[config.mk]
export PLATFORM = sky130hd
export DESIGN_NAME = cssi_socket
export DESIGN_NICKNAME = d
export VERILOG_FILES = /design/src/verilog/cssi_pkg.sv /design/src/verilog/cssi_change_detect.sv /design/src/verilog/cssi_socket.sv
export SDC_FILE = /design/constraint.sdc
export NUM_CORES = 1
export LEC_CHECK = 0
export BUFFER_PORTS_ARGS = -buffer_cell sky130_fd_sc_hd__buf_2
export CORE_ASPECT_RATIO = 0.8
export CORE_MARGIN = 10
export CORE_UTILIZATION = 56
export CTS_CLUSTER_DIAMETER = 150
export DETAILED_ROUTE_END_ITERATION = 7
export PLACE_DENSITY = 0.79
export SYNTH_ARGS = -nofsm -noshare
export SYNTH_HDL_FRONTEND = slang
export SYNTH_SLANG_ARGS = --single-unit
[constraint.sdc]
create_clock -name clock_i -period 2.5 [get_ports clock_i]
set_clock_uncertainty 0.1 [all_clocks]
set_input_delay 0 -clock clock_i [delete_from_list [all_inputs] [get_ports clock_i]]
set_output_delay 0 -clock clock_i [all_outputs]
set_load 0.02 [all_outputs]
[src/verilog/cssi_pkg.sv]
// Constants, types and shared decoders for the card socket status block.
// Assumes one slot per instance and an ISA-style indexed I/O register port.
package cssi_pkg;

  // Host I/O ports of the indexed register access
  localparam logic [15:0] INDEX_PORT = 16'h03e0; // Index write port
  localparam logic [15:0] DATA_PORT = 16'h03e1;  // Data read/write port

  // Register offsets inside one slot window
  localparam logic [5:0] OFS_IF_STATUS = 6'h01;   // socket_interface_status
  localparam logic [5:0] OFS_PWR_CTL = 6'h02;     // card_power_control
  localparam logic [5:0] OFS_IRQ_CTL = 6'h03;     // irq_and_card_control
  localparam logic [5:0] OFS_CHG_FLAGS = 6'h04;   // status_change_flags
  localparam logic [5:0] OFS_CHG_CFG = 6'h05;     // status_change_irq_config
  localparam logic [5:0] OFS_GLOBAL_CTL = 6'h1e;  // Global control

  // Reset values
  localparam logic [7:0] RST_CTL = 8'h00;         // All control registers
  localparam logic [7:0] RST_INDEX = 8'h00;       // Index register

  // Power control fields
  localparam int PWR_OUT_EN_BIT = 7;    // Card output enable
  localparam int PWR_AUTO_BIT = 5;      // Drop power when card absent
  localparam int PWR_ENABLE_BIT = 4;    // Card power enable
  // Interrupt and card control fields
  localparam int CTL_RESET_N_BIT = 6;   // 0 holds card in reset
  localparam int CTL_IO_MODE_BIT = 5;   // 1 = I/O card mode
  localparam int CTL_CHK_EN_BIT = 4;    // Route change interrupt to channel check
  // Status change flag and enable positions
  localparam int CHG_CD_BIT = 3;        // Card detect change
  localparam int CHG_RDY_BIT = 2;       // Ready change
  localparam int CHG_WARN_BIT = 1;      // Battery warning
  localparam int CHG_DEAD_BIT = 0;      // Battery dead or status change
  // Global control fields
  localparam int GC_EDGE_BIT = 1;       // 1 = pulsed interrupt outputs
  localparam int GC_WRITE_BACK_BIT = 2; // 1 = flags cleared by writing ones

  // Lines that a steering code may select
  localparam logic [15:0] IRQ_LEGAL = 16'hdeb8;

  // Decoded battery condition
  typedef enum logic [1:0] {BATT_DEAD, BATT_WARN, BATT_GOOD} cssi_batt_t;

  // Battery pin pair to condition
  function automatic cssi_batt_t batt_decode(input logic first, input logic second);
    if (!first) begin
      return BATT_DEAD;
    end else if (!second) begin
      return BATT_WARN;
    end
    return BATT_GOOD;
  endfunction

  // Steering code to one-hot line, zero for unusable codes
  function automatic logic [15:0] irq_decode(input logic [3:0] code);
    logic [15:0] hot;
    hot = 16'h0001 << code;
    return hot & IRQ_LEGAL;
  endfunction

endpackage

[src/verilog/cssi_change_detect.sv]
// Card pin change detector: turns pin transitions into one-cycle events.
// Assumes card pins are already synchronous to clock_i.
module cssi_change_detect (
  input wire logic clock_i,     // System clock
  input wire logic resetn_i,    // Async reset, active low
  input wire logic cd1_n_i,     // Card detect 1, active low
  input wire logic cd2_n_i,     // Card detect 2, active low
  input wire logic ready_i,     // Ready/busy pin
  input wire logic first_i,     // Battery sense first / status change pin
  input wire logic second_i,    // Battery sense second pin
  input wire logic io_mode_i,   // I/O card mode
  output logic [3:0] event_o    // Change events, one-cycle pulses
);

  logic primed;                 // Previous samples are meaningful
  logic cd1_prev;               // Card detect 1 last cycle
  logic cd2_prev;               // Card detect 2 last cycle
  logic ready_prev;             // Ready last cycle
  logic first_prev;             // First battery pin last cycle
  cssi_pkg::cssi_batt_t batt_prev; // Battery condition last cycle
  cssi_pkg::cssi_batt_t batt_now;  // Battery condition now

  assign batt_now = cssi_pkg::batt_decode(first_i, second_i);

  // Sample history, first cycle after reset only primes it
  always_ff @(posedge clock_i or negedge resetn_i) begin
    if (!resetn_i) begin
      primed <= 1'b0;
      cd1_prev <= 1'b1;
      cd2_prev <= 1'b1;
      ready_prev <= 1'b0;
      first_prev <= 1'b0;
      batt_prev <= cssi_pkg::BATT_DEAD;
    end else begin
      primed <= 1'b1;
      cd1_prev <= cd1_n_i;
      cd2_prev <= cd2_n_i;
      ready_prev <= ready_i;
      first_prev <= first_i;
      batt_prev <= batt_now;
    end
  end

  // Event decode
  always_comb begin
    event_o = 4'h0;
    if (primed) begin
      // Either detect pin, either direction
      event_o[cssi_pkg::CHG_CD_BIT] = (cd1_prev != cd1_n_i) || (cd2_prev != cd2_n_i);
      if (io_mode_i) begin
        // Status change pin, any change
        event_o[cssi_pkg::CHG_DEAD_BIT] = first_prev != first_i;
      end else begin
        // Ready rising edge, memory mode only
        event_o[cssi_pkg::CHG_RDY_BIT] = !ready_prev && ready_i;
        // Entry into warning
        event_o[cssi_pkg::CHG_WARN_BIT] = (batt_now == cssi_pkg::BATT_WARN) && (batt_prev != cssi_pkg::BATT_WARN);
        // Entry into dead
        event_o[cssi_pkg::CHG_DEAD_BIT] = (batt_now == cssi_pkg::BATT_DEAD) && (batt_prev != cssi_pkg::BATT_DEAD);
      end
    end
  end

endmodule

[src/verilog/cssi_socket.sv]
// Per-slot socket status, power, reset and interrupt steering logic.
// Assumes host I/O strobes and card pins are synchronous to clock_i.
//
// Contract
// - Status bit 6 shows card supplies active.
// - Status bits 5,4 follow ready, write protect.
// - Status bits 3,2 read 1 on detect low.
// - Memory mode: bits 1,0 follow battery pins.
// - I/O mode: bits 1,0 show speaker, status change.
// - Battery pins decode dead, warning, good.
// - Inserted only when both detects are low.
// - Drive card outputs only when enabled, inserted.
// - Supply switches from bits 1:0, off when active.
// - Card reset while control bit 6 is 0.
// - Control bit 5 selects I/O card mode.
// - Control bit 4 routes change interrupt to check.
// - Bits 3:0 steer card request to IRQ.
// - Flag 3 on any card detect change.
// - Flag 2 on ready rising edge in memory mode.
// - Flag 1 on entering battery warning in memory mode.
// - Flag 0 on entering dead, or status change.
// - Reading flags clears them unless write-back mode.
// - Config bit 3 gates card detect interrupts.
// - Config bits 2..0 gate ready, warning, dead.
// - Change interrupt uses config bits 7:4 as code; check overrides.
// - Interrupt outputs are edge or level.
module cssi_socket #(
  parameter logic [7:0] SLOT_BASE = 8'h00       // Index base of this slot
) (
  input wire logic clock_i,                     // System clock, 100 MHz
  input wire logic resetn_i,                    // Async reset, active low
  input wire logic [15:0] io_addr_i,            // Host I/O address
  input wire logic io_wr_i,                     // Host I/O write strobe
  input wire logic io_rd_i,                     // Host I/O read strobe
  input wire logic [7:0] io_wdata_i,            // Host write data
  output logic [7:0] io_rdata_o,                // Host read data
  output logic io_rvalid_o,                     // Read data valid pulse
  input wire logic card_detect1_n_i,            // Card detect 1, active low
  input wire logic card_detect2_n_i,            // Card detect 2, active low
  input wire logic ready_busy_i,                // Ready/busy, request in I/O mode
  input wire logic write_protect_i,             // Write protect pin
  input wire logic battery_sense_first_i,       // Battery sense 1 / status change
  input wire logic battery_sense_second_i,      // Battery sense 2 / speaker_status
  output logic card_out_en_o,                   // Card-side outputs driven
  output logic card_reset_o,                    // Card reset, active high
  output logic supply_switch_a_o,               // Card supply switch A
  output logic supply_switch_b_o,               // Card supply switch B
  output logic [15:0] irq_o,                    // ISA interrupt lines
  output logic channel_check_out_n_o            // Channel check, active low
);

  logic [7:0] index;             // Selected register index
  logic [7:0] pwr_ctl;           // card_power_control
  logic [7:0] irq_ctl;           // irq_and_card_control
  logic [3:0] chg_flags;         // status_change_flags
  logic [7:0] chg_cfg;           // status_change_irq_config
  logic [7:0] global_ctl;        // Global control
  logic [3:0] events;            // Change events this cycle
  logic inserted;                // Card fully seated
  logic pwr_active;              // Supplies active status
  logic io_mode;                 // I/O card mode
  logic in_slot;                 // Index falls in this slot
  logic [5:0] ofs;               // Offset inside slot window
  logic data_wr;                 // Write to data port for this slot
  logic data_rd;                 // Read from data port for this slot
  logic [7:0] status_now;        // Live interface status
  logic [7:0] next_rdata;        // Read mux result
  logic flags_rd_clear;          // Flags cleared by this read
  logic [3:0] flags_wr_clear;    // Flags cleared by write-back
  logic chg_pending;             // Enabled change flag present
  logic card_req;                // Card interrupt request active
  logic [15:0] next_irq_level;   // Interrupt levels before edge mode
  logic next_chk_level;          // Channel check level
  logic [15:0] irq_level_prev;   // Levels last cycle
  logic chk_level_prev;          // Check level last cycle

  // Card pin change events
  cssi_change_detect u_detect (
    .clock_i(clock_i),
    .resetn_i(resetn_i),
    .cd1_n_i(card_detect1_n_i),
    .cd2_n_i(card_detect2_n_i),
    .ready_i(ready_busy_i),
    .first_i(battery_sense_first_i),
    .second_i(battery_sense_second_i),
    .io_mode_i(io_mode),
    .event_o(events)
  );

  // Socket condition
  assign inserted = !card_detect1_n_i && !card_detect2_n_i;
  assign pwr_active = pwr_ctl[cssi_pkg::PWR_ENABLE_BIT] &&
                      !(pwr_ctl[cssi_pkg::PWR_AUTO_BIT] && !inserted);
  assign io_mode = irq_ctl[cssi_pkg::CTL_IO_MODE_BIT];

  // Host access decode: index port then data port
  assign in_slot = index[7:6] == SLOT_BASE[7:6];
  assign ofs = index[5:0];
  assign data_wr = io_wr_i && (io_addr_i == cssi_pkg::DATA_PORT) && in_slot;
  assign data_rd = io_rd_i && (io_addr_i == cssi_pkg::DATA_PORT) && in_slot;

  // Live status assembly
  always_comb begin
    status_now = 8'h00;
    status_now[6] = pwr_active;
    status_now[5] = ready_busy_i;
    status_now[4] = write_protect_i;
    status_now[3] = !card_detect2_n_i;
    status_now[2] = !card_detect1_n_i;
    // Same pins, meaning set by card mode
    status_now[1] = battery_sense_second_i;
    status_now[0] = battery_sense_first_i;
  end

  // Read mux, unmapped offsets read zero
  always_comb begin
    next_rdata = 8'h00;
    unique case (ofs)
      cssi_pkg::OFS_IF_STATUS: next_rdata = status_now;
      cssi_pkg::OFS_PWR_CTL: next_rdata = pwr_ctl;
      cssi_pkg::OFS_IRQ_CTL: next_rdata = irq_ctl;
      cssi_pkg::OFS_CHG_FLAGS: next_rdata = {4'h0, chg_flags};
      cssi_pkg::OFS_CHG_CFG: next_rdata = chg_cfg;
      cssi_pkg::OFS_GLOBAL_CTL: next_rdata = global_ctl;
      default: next_rdata = 8'h00;
    endcase
  end

  // Flag clearing paths
  assign flags_rd_clear = data_rd && (ofs == cssi_pkg::OFS_CHG_FLAGS) &&
                          !global_ctl[cssi_pkg::GC_WRITE_BACK_BIT];
  assign flags_wr_clear = (data_wr && (ofs == cssi_pkg::OFS_CHG_FLAGS) &&
                           global_ctl[cssi_pkg::GC_WRITE_BACK_BIT]) ? io_wdata_i[3:0] : 4'h0;

  // Index register, written through the index port
  always_ff @(posedge clock_i or negedge resetn_i) begin
    if (!resetn_i) begin
      index <= cssi_pkg::RST_INDEX;
    end else if (io_wr_i && (io_addr_i == cssi_pkg::INDEX_PORT)) begin
      index <= io_wdata_i;
    end
  end

  // Control registers, all cleared by reset
  always_ff @(posedge clock_i or negedge resetn_i) begin
    if (!resetn_i) begin
      pwr_ctl <= cssi_pkg::RST_CTL;
      irq_ctl <= cssi_pkg::RST_CTL;
      chg_cfg <= cssi_pkg::RST_CTL;
      global_ctl <= cssi_pkg::RST_CTL;
    end else if (data_wr) begin
      unique case (ofs)
        cssi_pkg::OFS_PWR_CTL: pwr_ctl <= io_wdata_i;
        cssi_pkg::OFS_IRQ_CTL: irq_ctl <= io_wdata_i;
        cssi_pkg::OFS_CHG_CFG: chg_cfg <= io_wdata_i;
        cssi_pkg::OFS_GLOBAL_CTL: global_ctl <= io_wdata_i;
        default: ;                             // Read-only or unmapped
      endcase
    end
  end

  // Sticky change flags, a new event wins over a clear
  always_ff @(posedge clock_i or negedge resetn_i) begin
    if (!resetn_i) begin
      chg_flags <= 4'h0;
    end else if (flags_rd_clear) begin
      chg_flags <= events;
    end else begin
      chg_flags <= (chg_flags & ~flags_wr_clear) | events;
    end
  end

  // Read data register
  always_ff @(posedge clock_i or negedge resetn_i) begin
    if (!resetn_i) begin
      io_rdata_o <= 8'h00;
      io_rvalid_o <= 1'b0;
    end else begin
      io_rvalid_o <= data_rd;
      if (data_rd) begin
        io_rdata_o <= next_rdata;
      end
    end
  end

  // Card outputs, reset and supply switches
  always_ff @(posedge clock_i or negedge resetn_i) begin
    if (!resetn_i) begin
      card_out_en_o <= 1'b0;
      card_reset_o <= 1'b1;
      supply_switch_a_o <= 1'b0;
      supply_switch_b_o <= 1'b0;
    end else begin
      card_out_en_o <= pwr_ctl[cssi_pkg::PWR_ENABLE_BIT] &&
                       pwr_ctl[cssi_pkg::PWR_OUT_EN_BIT] && inserted;
      card_reset_o <= !irq_ctl[cssi_pkg::CTL_RESET_N_BIT];
      // Codes 01 and 10 pick one switch, forced off while active
      supply_switch_a_o <= !pwr_active && (pwr_ctl[1:0] == 2'b01);
      supply_switch_b_o <= !pwr_active && (pwr_ctl[1:0] == 2'b10);
    end
  end

  // Interrupt levels
  assign chg_pending = |(chg_flags & chg_cfg[3:0]);
  assign card_req = io_mode && !ready_busy_i;        // Request is active low in I/O mode

  always_comb begin
    next_irq_level = 16'h0000;
    if (card_req) begin
      next_irq_level = cssi_pkg::irq_decode(irq_ctl[3:0]);
    end
    if (chg_pending && !irq_ctl[cssi_pkg::CTL_CHK_EN_BIT]) begin
      next_irq_level = next_irq_level | cssi_pkg::irq_decode(chg_cfg[7:4]);
    end
    next_chk_level = chg_pending && irq_ctl[cssi_pkg::CTL_CHK_EN_BIT];
  end

  // Interrupt outputs, level or one-cycle pulse on rise
  always_ff @(posedge clock_i or negedge resetn_i) begin
    if (!resetn_i) begin
      irq_level_prev <= 16'h0000;
      chk_level_prev <= 1'b0;
      irq_o <= 16'h0000;
      channel_check_out_n_o <= 1'b1;
    end else begin
      irq_level_prev <= next_irq_level;
      chk_level_prev <= next_chk_level;
      if (global_ctl[cssi_pkg::GC_EDGE_BIT]) begin
        irq_o <= next_irq_level & ~irq_level_prev;
        channel_check_out_n_o <= !(next_chk_level && !chk_level_prev);
      end else begin
        irq_o <= next_irq_level;
        channel_check_out_n_o <= !next_chk_level;
      end
    end
  end

  // Card outputs only follow a seated, enabled card
  property p_out_en;
    @(posedge clock_i) disable iff (!resetn_i)
    card_out_en_o |-> $past(inserted && pwr_ctl[7] && pwr_ctl[4]);
  endproperty
  a_out_en: assert property (p_out_en) else $error("card outputs enabled without card or enable");

  // Switches off the cycle after power is active
  property p_supply;
    @(posedge clock_i) disable iff (!resetn_i)
    $past(pwr_active) |-> !supply_switch_a_o && !supply_switch_b_o;
  endproperty
  a_supply: assert property (p_supply) else $error("supply switch on while power active");

  // Reset bit low holds card reset
  property p_card_reset;
    @(posedge clock_i) disable iff (!resetn_i)
    !irq_ctl[6] [*2] |-> card_reset_o;
  endproperty
  a_card_reset: assert property (p_card_reset) else $error("card reset not asserted");

  // Detect change shows in flag 3 two cycles later
  property p_cd_flag;
    @(posedge clock_i) disable iff (!resetn_i)
    ($changed(card_detect1_n_i) || $changed(card_detect2_n_i)) && $past(resetn_i) |=> ##1 chg_flags[3];
  endproperty
  a_cd_flag: assert property (p_cd_flag) else $error("card detect change not flagged");

  // Clearing read empties flags when nothing new arrives
  property p_rd_clear;
    @(posedge clock_i) disable iff (!resetn_i)
    flags_rd_clear && (events == 4'h0) |=> (chg_flags == 4'h0) ##0 (io_rdata_o[3:0] == $past(chg_flags));
  endproperty
  a_rd_clear: assert property (p_rd_clear) else $error("flags not cleared by read");

  // Only usable lines ever assert
  property p_irq_legal;
    @(posedge clock_i) disable iff (!resetn_i)
    (irq_o & ~cssi_pkg::IRQ_LEGAL) == 16'h0000;
  endproperty
  a_irq_legal: assert property (p_irq_legal) else $error("unselectable interrupt line asserted");

  // Routed change interrupt reaches channel check in level mode
  property p_chk_route;
    @(posedge clock_i) disable iff (!resetn_i)
    chg_pending && irq_ctl[4] && !global_ctl[1] |=> !channel_check_out_n_o;
  endproperty
  a_chk_route: assert property (p_chk_route) else $error("channel check not asserted");

  // Level mode holds the change line while pending
  property p_level_hold;
    @(posedge clock_i) disable iff (!resetn_i)
    chg_pending && !irq_ctl[4] && !global_ctl[1] && (chg_cfg[7:4] == 4'h5) |=> irq_o[5];
  endproperty
  a_level_hold: assert property (p_level_hold) else $error("change interrupt not held");

  // Edge mode output lasts one cycle
  property p_edge_pulse;
    @(posedge clock_i) disable iff (!resetn_i)
    global_ctl[1] && $past(global_ctl[1]) && irq_o[5] |=> !irq_o[5];
  endproperty
  a_edge_pulse: assert property (p_edge_pulse) else $error("edge mode pulse too long");

endmodule
; Yosys cells after proc, flatten, opt, wreduce, memory -nomap -nowiden
; Index checks and enable logic that the tools add are counted.
[totals]
regBits = 98
latch_bits = 0
ramBits = 0
romBits = 0
output_inout_bits = 30
elab_cells = 106
mem_count = 0
[op_classes]
add_sub_neg = 0
multipliers = 0
div_mod_pow = 0
n_lt_le_gt_ge = 0
eq_ne = 15
shifts = 2
mux = 15
bitwise = 7
n_reduce_logical = 45
[ops]
columns = op, n
row1 = 2-to-1 mux 16 bit, 3
row2 = case mux 8 bit (6 select lines), 1
row3 = "equality test 16 x 10 -> 1 bit, second input constant", 2
row4 = "left shift 1 x 4 -> 16 bit, first input constant", 2
row5 = logical AND 1 bit, 23
row6 = AND 16 bit, 1
row7 = NOT 16 bit, 1
row8 = OR 16 bit, 1
row9 = logical NOT 1 bit, 13
row10 = "equality test 6 x 2 -> 1 bit, second input constant", 2
row11 = "equality test 6 x 3 -> 1 bit, second input constant", 2
row12 = 2-to-1 mux 4 bit, 3
row13 = AND 4 bit, 2
row14 = 2-to-1 mux 2 bit, 4
row15 = AND reduction 2 bit, 4
row16 = "equality test 6 x 1 -> 1 bit, second input constant", 1
row17 = "equality test 6 x 5 -> 1 bit, second input constant", 1
row18 = "equality test 2 x 1 -> 1 bit, second input constant", 2
row19 = logical NOT 2 bit, 2
row20 = 2-to-1 mux 1 bit, 4
row21 = NOT 4 bit, 1
row22 = OR 4 bit, 1
row23 = OR reduction 4 bit, 1
row24 = != test 1 bit, 3
row25 = other kinds (4), 4

; Logic depth before layout (Yosys ltp)
[logic_depth]
depth_word = 10
mapped_depth = 7

; Cells and area by module
; A second synthesis with hierarchy kept.
[hier_totals]
hier_cells = 315
area_unflattened_um2 = 3887.5
[by_module_without_submodules]
columns = mod, instances, cells_per_inst, area_per_inst_um2, seq_area_each_um2
row1 = cssi_socket, 1, 294, 3604.7, 1979.4
row2 = cssi_change_detect, 1, 21, 282.8, 177.7

; Worst setup path before layout
; OpenSTA, ideal clock, no wires.
[synth_timing]
path_kind = register to register
start = reg index[0]
end = reg io_rdata_o[1]
setup_time_ps = 125
t_arrival_ps = 1665
required_ps = 2275
setup_slack_ps = 610
path_stages_with_launch = 7
n_path_buf = 2
period_less_slack_ps = 1890
cell_sequence = dfrtp_1 > buf_2 > buf_1 > mux2i_1 > o22ai_1 > a221o_1 > mux2_2
[synth_via]
elab_chain_cells = 2
word_cells_on_any_way = 7
[synth_rtl]
columns = item, line_no
row1 = start: declaration, cssi_socket.sv:52  ; logic [7:0] index;
row2 = start signal: assignment, cssi_socket.sv:138  ; index <= cssi_pkg::RST_INDEX;
row3 = start signal: assignment, cssi_socket.sv:140  ; index <= io_wdata_i;
row4 = "equality test 6 x 5 -> 1 bit, or another cell as far along", cssi_socket.sv:118  ; unique case (ofs)
row5 = case mux 8 bit (6 select lines) (*), cssi_socket.sv:118
row6 = end signal: assignment, cssi_socket.sv:181  ; io_rdata_o <= next_rdata;
row7 = end: declaration, cssi_socket.sv:36  ; output logic [7:0] io_rdata_o,
; Mark *: on every way between the ends. The rest lies on a longest branch, timed or not.
; A chain may end at the register's enable or synchronous reset.

; Final worst setup path
[layout_timing]
start = reg index[7]
end = reg chg_cfg[4]
[layout_via]
elab_chain_cells = 3
[layout_rtl]
columns = item, line_no
row1 = logical NOT 2 bit, cssi_socket.sv:97  ; assign in_slot = index[7:6] == SLOT_BASE[7:6];
row2 = logical AND 1 bit, cssi_socket.sv:99  ; assign data_wr = io_wr_i && (io_addr_i == cssi_pkg::DATA_PORT) && in_slot;
row3 = AND reduction 2 bit (no line), --
row4 = end signal: assignment, cssi_socket.sv:149  ; chg_cfg <= cssi_pkg::RST_CTL;
row5 = end signal: assignment, cssi_socket.sv:155  ; cssi_pkg::OFS_CHG_CFG: chg_cfg <= io_wdata_i;
row6 = end: declaration, cssi_socket.sv:56  ; logic [7:0] chg_cfg;
; No other way between the ends.

==> impl_metrics.tcl <==
set metrics [dict create \
    status "complete, no violations" \
    fmax_mhz 461 \
    wl_per_cell_um 19.5 \
    cts_tree "built" \
    dp_hpwl_um 6630 \
    netlist_area_um2 4040 \
    rsz0062_at_grt "no" \
    wl_met1_um 4130 \
    r2r-end "chg_cfg[4]" \
    drive_above_1_share 0.327 \
    portBuffers 57 \
    synth-compound-area-share 0.0929 \
    pwr-share-clk 0.397 \
    cp_data_arrival_time_ps 2320 \
    drtAntennaViolNets 0 \
    synth-main-ff-cell "dfrtp_1" \
    cp-start-kind "flop" \
    first_pass_iters 5 \
    grt_pass1_wl_um 15200 \
    wl_met2_um 4400 \
    slew_viol_final 0 \
    die_area_um2 11000 \
    cellPowerDensity_nw_per_um2 527 \
    synth-seq-cells 86 \
    fin_crit_sh 0.868 \
    start_util 0.580 \
    power_switching_uw 565 \
    vias_per_cell 5.89 \
    worstMarginPinSlew_ps 1050 \
    yosys.area_share.adder 0 \
    finalHoldViolCount 0 \
    crit_path_end_kind "flop" \
    vdd_drop_max_mv 0.406 \
    yosysTopAreaCellShare 0.508 \
    worstHoldStart "io_addr_i[13]" \
    min_to "chg_flags[2]" \
    synth_top_family_by_area "multiplexers" \
    yosysTopAreaCell "dfrtp_1" \
    place.gp.congestion 0.855 \
    wl_met3_um 676 \
    antenna_found_initial 0 \
    ios 64 \
    final.setup.tns_ps 0 \
    max-cap-violations 0 \
    final_common_cell "dfrtp_1" \
    clock_path_buffers 2 \
    cts.sinks 86 \
    top_layer "met4" \
    core_area_um2 6960 \
    ys_warn_count 0 \
    hp-class "in -> reg" \
    grt_pass1_vias 2889 \
    post_cts_buffers 0 \
    dp_slack_ps 366 \
    layout_common_cells "82 x dfrtp_1, 56 x buf_2, 24 x mux2_4" \
    path_clk_slew_ps 80 \
    ys_seq_area_frac 0.534 \
    synth_simple_gate_area_frac 0.156 \
    regToRegStartpoint "index[7]" \
    die_y_um 96.0 \
    swShare 0.224 \
    power_frac_comb 0.049 \
    cts-resized-gates 0 \
    fin_nets 421 \
    n_antenna_cell 0 \
    min_path_cells 5 \
    finalSetupViolations 0 \
    setup_ws_ps 331 \
    drt_iter0_markers 215 \
    avgSynthCellArea_um2 13.2 \
    relSlewSlack 0.303 \
    leakagePower_uw 0.00240 \
    cts_inserted_buffers 9 \
    grt-ovfl-total 0 \
    reg2reg_slack_ps 330 \
    area_delta_synth_final_pct 18.6 \
    htree_levels 3 \
    cp.required_ps 2650 \
    grt_usage 0.177 \
    die_w_um 115 \
    grt_max_degree 87 \
    drc_errors 0 \
    p_int_uw 1960 \
    ys_top_cells_by_area "dfrtp_1 51%, mux2_4 8.9%, mux2_1 4.5%" \
    async_reset_ff_frac 1.00 \
    via_count 2823 \
    r2r_cells 5 \
    drt_wl_total_um 9360 \
    yosys-mux-area-fraction 0.183 \
    synth_cell_types 54 \
    clk_latency_ps 360 \
    synthCells 305 \
    power_uw 2530 \
    synth_xor_area_frac 0.00434 \
    synth-edff-count 0 \
    rows 27 \
    fin_crit_ps 2170 \
    criticalPathCategory "reg -> reg" \
    root_buffer "clkbuf_8" \
    worstPathMaxFanout 8 \
    seqPwrFrac 0.554 \
]
## synthesized netlist by cell type, types with 6 or more instances
cell,instances
a221o_1,6
nor2_1,10
nand3_1,6
mux2_1,16
dfrtp_1,82
buf_4,6
mux2i_1,11
a21boi_0,10
mux2_4,24
nor2b_1,8
nand2_1,17
nor3_1,6
a22o_1,7
mux2_2,8
## worst max-delay path: stages, from the launching register on
cell and delay (ps):
dfrtp_1 400, nor3b_1 350, and4bb_4 310, nand3_4 200, nor2b_4 370, mux2_4 330
## registers in the layout, summed over array words and instances, names as in the netlist
register and flops:
supply_switch_a_o 1, io_rvalid_o 1, u_detect.first_prev 1, chk_level_prev 1, irq_level_prev 10, index 8
pwr_ctl 8, supply_switch_b_o 1, chg_flags 4, u_detect.ready_prev 1, u_detect.cd2_prev 1, global_ctl 8
u_detect.batt_prev 2, irq_ctl 8, u_detect.primed 1, chg_cfg 8, u_detect.cd1_prev 1, card_out_en_o 1
card_reset_o 1, io_rdata_o 8, irq_o 10, channel_check_out_n_o 1
## final cells by class
| type | count | area [µm²] |
|---|---|---|
| timing repair buffer | 80 | 508 |
| tap | 87 | 109 |
| fill | 491 | 2170 |
| clock inverter | 5 | 57.6 |
| inverter | 5 | 18.8 |
| clock buffer | 11 | 151 |
| multi-input combinational | 205 | 1790 |
| sequential | 86 | 2160 |
## power groups by stage
stage,logic [µW],registers [µW],clock network [µW]
after global placement,98.3,1430,0
final,123,1400,1000
after CTS,123,1400,1030
after floorplan,32.4,1430,0
after detailed placement,101,1430,0
after global routing,136,1400,1070
## stage by stage
| step | std cells | instance area [µm²] | util | hold slack [ps] |
|---|---|---|---|---|
| floorplan | 310 | 4060 | - | -396 |
| global placement | 444 | 4390 | 0.631 | 69.3 |
| detailed placement | 444 | 4390 | 0.631 | 64.7 |
| CTS | 479 | 4790 | 0.688 | 98.6 |
| global route | 479 | 4790 | 0.688 | 137 |
| finish | 479 | 4790 | 0.688 | 124 |
## logic make-up (layout without fill, tap and decap cells)
group | count (synthesis) | count (layout)
mux | 59 | 59
buf+inv | 19 | 101
simple gates | 90 | 90
other cells | 2 | 7
compound gates | 47 | 47
flops | 86 | 86
xor+xnor | 2 | 2
## how the worst max path moves through the flow
stage	start	end	slack, ps	cells past startpoint
2_1_floorplan	index[0]	io_rdata_o[1]	610	6
3_3_place_gp	index[7]	chg_cfg[7]	440	5
3_5_place_dp	index[7]	chg_cfg[4]	370	5
5_1_grt	index[1]	chg_cfg[2]	210	4
4_1_cts	index[7]	chg_cfg[4]	330	5
6_report	index[7]	chg_cfg[4]	330	5
## layer usage
| metal | vias to the layer above | global-route usage |
|---|---|---|
| li1 | 1269 | - |
| met1 | 1435 | 0.227 |
| met2 | 100 | 0.280 |
| met3 | 19 | 0.0529 |
| met4 | 0 | 0.0648 |
| met5 | - | 0 |
## timing repair
item / CTS / global route
endpoints found under the setup margin: 0 / 0
hold endpoints to repair: 137 / 0
hold buffers: 19 / 0
(Power assumes the default switching activity.)
